**src/hw/address_break_pkg.sv**
```systemverilog
package address_break_pkg;
   localparam int addr_width = 16;
   localparam logic [15:0] normal_break_vector = 16'hfffc;
   localparam logic [15:0] monitor_break_vector = 16'hfefc;
   localparam logic [7:0] software_interrupt_opcode = 8'h83;
   localparam logic [7:0] return_from_interrupt_opcode = 8'h80;
   localparam logic [7:0] opcode_idle = 8'h00;
   localparam logic [15:0] break_addr_reset = 16'hffff;
   typedef enum logic [1:0] {idle_s, pending_s, active_s} break_state_t;
endpackage

```
**src/hw/address_break_unit.sv**
```systemverilog
// Behaviour
// Assert breakpoint request when CPU address equals the break address.
// Software writing break active bit starts a break like a match.
// On break start, substitute the software interrupt opcode for fetch.
// Break vector is FFFC/FFFD normally, FEFC/FEFD in monitor mode.
// Return from interrupt in the break handler ends the break state.
// Watchdog supervisor held disabled while a break is active.
// Peripheral registers stay accessible by the CPU during a break.
// Status bits clearable in break only when clear-flag enable is set.
// Compare full 16 bits; hold request until accepted at boundary.
`timescale 1ns/10ps
`default_nettype none
module address_break_unit
   import address_break_pkg::*;
#(
   parameter int aw = addr_width
) (
   input wire logic sys_clk_in,
   input wire logic reset_n_in,
   input wire logic [aw-1:0] cpu_addr_in,
   input wire logic cpu_fetch_in,
   input wire logic [7:0] fetched_opcode_in,
   input wire logic instr_boundary_in,
   input wire logic break_enable_in,
   input wire logic [aw-1:0] break_addr_in,
   input wire logic break_active_bit_in,
   input wire logic break_clear_flag_enable_in,
   input wire logic monitor_mode_in,
   output logic breakpoint_request_out,
   output logic force_opcode_out,
   output logic [7:0] opcode_out,
   output logic load_vector_out,
   output logic [15:0] vector_addr_out,
   output logic break_state_out,
   output logic watchdog_hold_out,
   output logic periph_access_ok_out,
   output logic status_clear_allow_out
);
   logic rst_meta, rst_sync;
   always_ff @(posedge sys_clk_in or negedge reset_n_in) begin
      if (!reset_n_in) begin
         rst_meta <= 1'b0;
         rst_sync <= 1'b0;
      end else begin
         rst_meta <= 1'b1;
         rst_sync <= rst_meta;
      end
   end

   break_state_t state, next_state;
   logic next_req, next_force, next_load, next_act, next_clear_allow;
   logic [7:0] next_opcode;
   logic [15:0] next_vector;
   logic addr_hit, sw_hit;

   always_comb begin
      addr_hit = break_enable_in && cpu_fetch_in
                 && (cpu_addr_in == break_addr_in);
      sw_hit = break_active_bit_in;
      next_state = state;
      next_req = 1'b0;
      next_force = 1'b0;
      next_load = 1'b0;
      next_opcode = opcode_out;
      next_vector = vector_addr_out;
      unique case (state)
         idle_s: begin
            if (addr_hit || sw_hit) begin
               next_state = pending_s;
               next_req = 1'b1;
            end
         end
         pending_s: begin
            next_req = 1'b1;
            if (instr_boundary_in) begin
               next_state = active_s;
               next_req = 1'b0;
               next_force = 1'b1;
               next_opcode = software_interrupt_opcode;
               next_load = 1'b1;
               next_vector = monitor_mode_in ? monitor_break_vector
                                             : normal_break_vector;
            end
         end
         active_s: begin
            // Only a fetched return ends it; nested matches are ignored
            if (cpu_fetch_in
                && fetched_opcode_in == return_from_interrupt_opcode)
               next_state = idle_s;
         end
         default: next_state = idle_s;
      endcase
      next_act = (next_state == active_s);
      next_clear_allow = !next_act || break_clear_flag_enable_in;
   end

   always_ff @(posedge sys_clk_in or negedge rst_sync) begin
      if (!rst_sync) begin
         state <= idle_s;
         breakpoint_request_out <= 1'b0;
         force_opcode_out <= 1'b0;
         opcode_out <= opcode_idle;
         load_vector_out <= 1'b0;
         vector_addr_out <= normal_break_vector;
         break_state_out <= 1'b0;
         watchdog_hold_out <= 1'b0;
         periph_access_ok_out <= 1'b1;
         status_clear_allow_out <= 1'b1;
      end else begin
         state <= next_state;
         breakpoint_request_out <= next_req;
         force_opcode_out <= next_force;
         opcode_out <= next_opcode;
         load_vector_out <= next_load;
         vector_addr_out <= next_vector;
         break_state_out <= next_act;
         watchdog_hold_out <= next_act;
         periph_access_ok_out <= 1'b1;
         status_clear_allow_out <= next_clear_allow;
      end
   end

   property p_match_req;
      @(posedge sys_clk_in) disable iff (!rst_sync)
      (state == idle_s && addr_hit) |=> breakpoint_request_out;
   endproperty
   a_match_req: assert property (p_match_req) else $error("no req");

   property p_sw_req;
      @(posedge sys_clk_in) disable iff (!rst_sync)
      (state == idle_s && sw_hit) |=> state == pending_s;
   endproperty
   a_sw_req: assert property (p_sw_req) else $error("sw break lost");

   property p_force;
      @(posedge sys_clk_in) disable iff (!rst_sync)
      $rose(break_state_out) |-> force_opcode_out
         && opcode_out == software_interrupt_opcode;
   endproperty
   a_force: assert property (p_force) else $error("no forced opcode");

   property p_vector;
      @(posedge sys_clk_in) disable iff (!rst_sync)
      (state == pending_s && instr_boundary_in) |=> load_vector_out
         && vector_addr_out == ($past(monitor_mode_in)
            ? monitor_break_vector : normal_break_vector);
   endproperty
   a_vector: assert property (p_vector) else $error("bad vector");

   property p_return;
      @(posedge sys_clk_in) disable iff (!rst_sync)
      (state == active_s && cpu_fetch_in
       && fetched_opcode_in == return_from_interrupt_opcode)
      |=> !break_state_out;
   endproperty
   a_return: assert property (p_return) else $error("return ignored");

   property p_wdog;
      @(posedge sys_clk_in) disable iff (!rst_sync)
      watchdog_hold_out == (state == active_s);
   endproperty
   a_wdog: assert property (p_wdog) else $error("watchdog run");

   property p_periph;
      @(posedge sys_clk_in) disable iff (!rst_sync)
      break_state_out |-> periph_access_ok_out;
   endproperty
   a_periph: assert property (p_periph) else $error("io blocked");

   property p_protect;
      @(posedge sys_clk_in) disable iff (!rst_sync)
      (next_act && !break_clear_flag_enable_in) |=> !status_clear_allow_out;
   endproperty
   a_protect: assert property (p_protect) else $error("unprotected");

   property p_hold;
      @(posedge sys_clk_in) disable iff (!rst_sync)
      (state == pending_s && !instr_boundary_in) |=> breakpoint_request_out;
   endproperty
   a_hold: assert property (p_hold) else $error("req dropped");

   property p_reqlvl;
      @(posedge sys_clk_in) disable iff (!rst_sync)
      breakpoint_request_out == (state == pending_s);
   endproperty
   a_reqlvl: assert property (p_reqlvl) else $error("req level");

   property p_accept;
      @(posedge sys_clk_in) disable iff (!rst_sync)
      (state == pending_s && instr_boundary_in)
      |=> break_state_out && !breakpoint_request_out;
   endproperty
   a_accept: assert property (p_accept) else $error("no entry");

   // Matches during a break are dropped, not queued for later
   property p_refuse;
      @(posedge sys_clk_in) disable iff (!rst_sync)
      (state == active_s && (addr_hit || sw_hit)) |=> !breakpoint_request_out;
   endproperty
   a_refuse: assert property (p_refuse) else $error("nested req");

   property p_pulse;
      @(posedge sys_clk_in) disable iff (!rst_sync)
      force_opcode_out |=> !force_opcode_out;
   endproperty
   a_pulse: assert property (p_pulse) else $error("long force");

   property p_load;
      @(posedge sys_clk_in) disable iff (!rst_sync)
      load_vector_out == force_opcode_out;
   endproperty
   a_load: assert property (p_load) else $error("load skew");

   property p_stay;
      @(posedge sys_clk_in) disable iff (!rst_sync)
      (state == active_s && !cpu_fetch_in) |=> break_state_out;
   endproperty
   a_stay: assert property (p_stay) else $error("break lost");

   property p_allow;
      @(posedge sys_clk_in) disable iff (!rst_sync)
      (next_act && break_clear_flag_enable_in) |=> status_clear_allow_out;
   endproperty
   a_allow: assert property (p_allow) else $error("clear blocked");

   property p_open;
      @(posedge sys_clk_in) disable iff (!rst_sync)
      !break_state_out |-> status_clear_allow_out;
   endproperty
   a_open: assert property (p_open) else $error("idle protect");
endmodule // address_break_unit
`default_nettype wire

```
**config.mk**
```make
export PLATFORM = sky130hd
export DESIGN_NAME = address_break_unit
export DESIGN_NICKNAME = d
export VERILOG_FILES = /design/src/hw/address_break_pkg.sv /design/src/hw/address_break_unit.sv
export SDC_FILE = /design/constraint.sdc
export NUM_CORES = 1
export LEC_CHECK = 0
export BUFFER_PORTS_ARGS = -buffer_cell sky130_fd_sc_hd__buf_2
export CORE_ASPECT_RATIO = 1.2
export CORE_MARGIN = 1
export CORE_UTILIZATION = 30
export CTS_CLUSTER_DIAMETER = 60
export DETAILED_ROUTE_END_ITERATION = 10
export PLACE_DENSITY = 0.82
export SYNTH_ARGS = -nofsm -noshare
export SYNTH_HDL_FRONTEND = slang
export SYNTH_SLANG_ARGS = --single-unit
```
**constraint.sdc**
```tcl
create_clock -name sys_clk_in -period 0.8 [get_ports sys_clk_in]
set_input_delay 0.16 -clock sys_clk_in [delete_from_list [all_inputs] [get_ports sys_clk_in]]
set_output_delay 0.16 -clock sys_clk_in [all_outputs]
set_load 0.05 [all_outputs]
```
# After elaboration in Yosys (flattened, before gate mapping)
# Cells that the tools add are included.
# word_totals
ff_bits	25
in_bits	48
output_inout_bits	31
wordCells	32
# classes
n_eq_ne	5
mux	10
n_reduce_logical	8
# ops
cell	count
== test 16 bit	1
two-way mux 9 bit	1
== test 8 bit, second input constant	1
two-way mux 2 bit	3
one-hot mux 2 bit (3 select lines)	1
== test 2 bit, second input constant	2
two-way mux 1 bit	4
logical AND 1 bit	3
== test 2 x 1 -> 1 bit, second input constant	1
zero test 2 bit	1
logical OR 1 bit	2
one-hot mux 1 bit (2 select lines)	1
AND reduction 2 bit	1
zero test 1 bit	1

# Logic depth before layout (Yosys ltp)
# logic_depth
ltp_word	8
ltp_mapped	4
ltp_nobuf	4

# Worst setup path after synthesis
# OpenSTA, ideal clock, no wires.
# synth_path
path_type	reg2out
from	register, netlist name opcode_out[0]
to	output port opcode_out[1]
arrival_ns	0.916
required_ns	0.640
setup_slack_ns	-0.276
path_stages_with_launch	2
n_path_buf	1
path_cell_list	dfrtp_1 -> buf_4
# synth_rtl
element	line	text
end: declaration	address_break_unit.sv:31	output logic [7:0] opcode_out,

# Final worst setup path
# layout_path
from	register vector_addr_out[8]
to	output port vector_addr_out[8]
# layout_rtl
element	line	text
start: declaration	address_break_unit.sv:33	output logic [15:0] vector_addr_out,
start signal: assignment	address_break_unit.sv:104	vector_addr_out <= normal_break_vector;
start signal: assignment	address_break_unit.sv:115	vector_addr_out <= next_vector;
# No word-level cell between the ends.

==> impl_metrics.py <==
metrics = {
    "outcome": {
        "status": "complete, but fails checks",
        "violations": "setup timing",
    },
    "synth": {
        "ys_seq_area_share_pct": 34.9,
        "synth_edf_count": 0,
        "yosys.area.top_type": "dfrtp_1",
        "synth_most_common_cell": "buf_4",
        "yosys_warnings": 0,
        "yosysUniqueCellTypes": 21,
        "synth_common_cells": "buf_4, xor2_1, dfrtp_1",
        "netlist_area_um2": 724,
        "ys_async_sr_fraction_pct": 100,
        "synth_cells": 75,
        "synth-seq-cells": 10,
        "avgSynthCellArea_um2": 9.66,
        "synth_top_cells_by_area": "dfrtp_1, buf_4, xor2_1",
        "synth-main-ff-cell": "dfrtp_1",
        "synth_top_area_share_pct": 27.6,
    },
    "die": {
        "die_w_um": 46.9,
        "core_um2": 2280,
        "initial_core_util_pct": 31.7,
        "pin_count": 79,
        "dieHeight_um": 55.8,
        "rows": 19,
        "die_area_um2": 2620,
    },
    "worst_setup_path": {
        "crit_cells": 1,
        "worstPathArrival_ns": 0.96,
        "crit_slowest_cell": "dfstp_2",
        "cp_max_fo": 2,
        "critPathTopFamily": "flip-flops",
        "crit_chain": "buf_8",
        "crit_buf_inv": 1,
        "endpoint_kind": "primary output",
        "crit_path_start_kind": "flop",
        "r2r_cells": 2,
        "worst_path_largest_cell_delay_ns": 0.55,
        "crit_type": "reg -> out",
        "cp_data_required_time_ns": 0.64,
    },
    "placed_design": {
        "dp_slack_ns": -0.451,
        "io_buffers": 57,
        "dpl-instance-area_um2": 978,
        "place.gp.congestion": 0.701,
        "dpl.hpwl_um": 1260,
    },
    "drt": {
        "drt_iter0_drc": 5,
        "drc_errors": 0,
        "firstDrtPassIters": 4,
        "wire_per_inst_um": 9.91,
        "antenna_left": 0,
        "drt_wl_total_um": 1690,
        "num_vias": 720,
        "viasPerCell": 4.24,
    },
    "clock_network": {
        "cts.clk_slew.worst_paths_ns": 0.06,
        "cts.sinks": 10,
        "cts_buffers": 3,
        "cts_buffer_depth": 2,
        "cts_tree": "built",
        "htree_levels": 1,
        "cts_root_buffer": "clkbuf_4",
        "clock_latency_ns": 0.27,
    },
    "timing": {
        "setup_ws_ns": -0.316,
        "skew_ns": 0.00313,
        "finalSetupViolCount": 17,
        "finalHoldViolCount": 0,
        "finalCriticalPeriod_ns": 1.12,
        "rsz0062_at_grt": "yes",
        "period_share_pct": 139,
        "slew_viol_final": 0,
        "max_freq_mhz": 896,
        "setup_tns_ns": -3.57,
    },
    "global_route": {
        "grt_pass1_wl_um": 2400,
        "grt_pass1_vias": 633,
        "grtUsageTotal_pct": 12.8,
        "grt_max_degree": 9,
        "overflow": 0,
        "antenna_found_initial": 0,
    },
    "power": {
        "peakVddDrop_v": 0.00132,
        "p_per_area_nw_per_um2": 2600,
        "p_int_mw": 1.78,
        "power.leakage_nw": 0.615,
        "combPwrFrac_pct": 60.4,
        "totalPowerFinal_mw": 3.18,
        "clkPwrFrac_pct": 14.1,
        "swShare_pct": 43.9,
        "p_switching_mw": 1.40,
        "power_frac_seq_pct": 25.6,
    },
    "worst_hold_path": {
        "worst_hold_path_type": "in -> reg",
        "whs_path_depth": 2,
    },
    "final_layout": {
        "drive_gt1_share_pct": 61.9,
        "fin_area_um2": 1220,
        "area_growth_pct": 68.9,
        "final_nets": 188,
        "utilization_pct": 53.6,
        "n_antenna_cell": 0,
    },
    "job": {
        "drv_cap": 0,
    },
}
==> per-layer routing <==
layer | part of all wire (%) | track usage [%]
met5 | 0 | 0
met1 | 30 | 12.1
met4 | 0.77 | 4.90
met3 | 12 | 3.25
met2 | 57 | 24.0
==> worst paths after layout <==
kind                                                 from                               end  slack [ns]
min reg2reg                            rst_sync$_DFF_PN0_                state[0]$_DFF_PN0_        0.13
min                                       monitor_mode_in    vector_addr_out[8]$_DFFE_PN1P_        0.04
min in group asynchronous              rst_sync$_DFF_PN0_                state[0]$_DFF_PN0_        0.13
max                        vector_addr_out[8]$_DFFE_PN1P_                vector_addr_out[8]       -0.32
max reg2reg                            state[1]$_DFF_PN0_  breakpoint_request_out$_DFF_PN0_       -0.29
max in group asynchronous              rst_sync$_DFF_PN0_  status_clear_allow_out$_DFF_PN1_        0.38
==> placed cells by master, fill, tap and decap left out <==
cell / Yosys / final
clkbuf_4: 0 / 3
or2_4: 0 / 1
xnor2_1: 4 / 4
buf_4: 25 / 4
inv_2: 0 / 1
dlygate4sd3_1: 0 / 1
nor2_4: 0 / 1
nor4_2: 0 / 1
buf_8: 0 / 2
nand4b_1: 1 / 1
dfrtp_2: 0 / 4
a31o_2: 2 / 1
nand3_1: 1 / 1
o32ai_2: 0 / 2
nand4_1: 2 / 2
nor4_1: 4 / 3
clkbuf_8: 0 / 1
a31o_4: 0 / 1
conb_1: 2 / 22
o21ai_1: 0 / 1
nand2b_4: 0 / 1
nor3_1: 1 / 1
buf_6: 0 / 18
buf_2: 0 / 40
a21oi_2: 0 / 1
nand2_2: 0 / 1
nor2_1: 2 / 1
o31ai_2: 0 / 1
dfrtp_1: 8 / 4
xor2_1: 12 / 12
dfstp_2: 2 / 2
==> power groups by stage <==
stage	combinational, mW	clock [mW]	sequential [mW]
CTS	1.77	0.461	0.821
detailed placement	1.39	0	0.765
global placement	1.37	0	0.761
global route	2.01	0.495	0.830
finish	1.92	0.448	0.813
floorplan	0.789	0	1.14
==> state kept, by name, summed over array words and instances (netlist names) <==
| name | count |
|---|---|
| load_vector_out | 1 |
| status_clear_allow_out | 1 |
| breakpoint_request_out | 1 |
| opcode_out | 1 |
| rst_sync | 1 |
| vector_addr_out | 1 |
| rst_meta | 1 |
| watchdog_hold_out | 1 |
| state | 2 |
==> through the flow <==
stage	hold slack, ns	cells
2_1_floorplan	-0.136	95
3_3_place_gp	-0.0530	162
3_5_place_dp	-0.0513	162
4_1_cts	0.0314	168
5_1_grt	0.0280	170
6_report	0.0387	170
==> layout make-up <==
class / instances / area (um^2)
fill: 221 / 1060
multi-input combinational: 59 / 414
sequential: 10 / 258
tap: 31 / 38.8
inverter: 1 / 3.75
clock buffer: 4 / 36.3
timing repair buffer: 65 / 473
==> logic make-up (layout without fill, tap and decap cells) <==
kind of cell	Yosys count	after routing	share of synthesized area [%]
buffers and inverters	26	70	26.4
and+or+nand+nor	14	14	11.1
AOI/OAI and AO/OA	7	7	7.25
DFF	10	10	34.9
other	2	22	1.04
xor gates and xnor gates	16	16	19.3
==> what timing repair did <==
item                                    CTS  global route
pin swaps                                12             8
hold buffers                              1             0
gates resized for setup                  37             7
endpoints found under the setup margin   17            17
endpoints found under the hold margin     2             0
gates cloned                              0             0
buffers inserted                          1             3
==> worst register-to-register path: stages (launching register included) <==
cell and delay [ns]:
dfrtp_2 0.42, nand4b_1 0.25, o32ai_2 0.32
(Power assumes the default switching activity.)
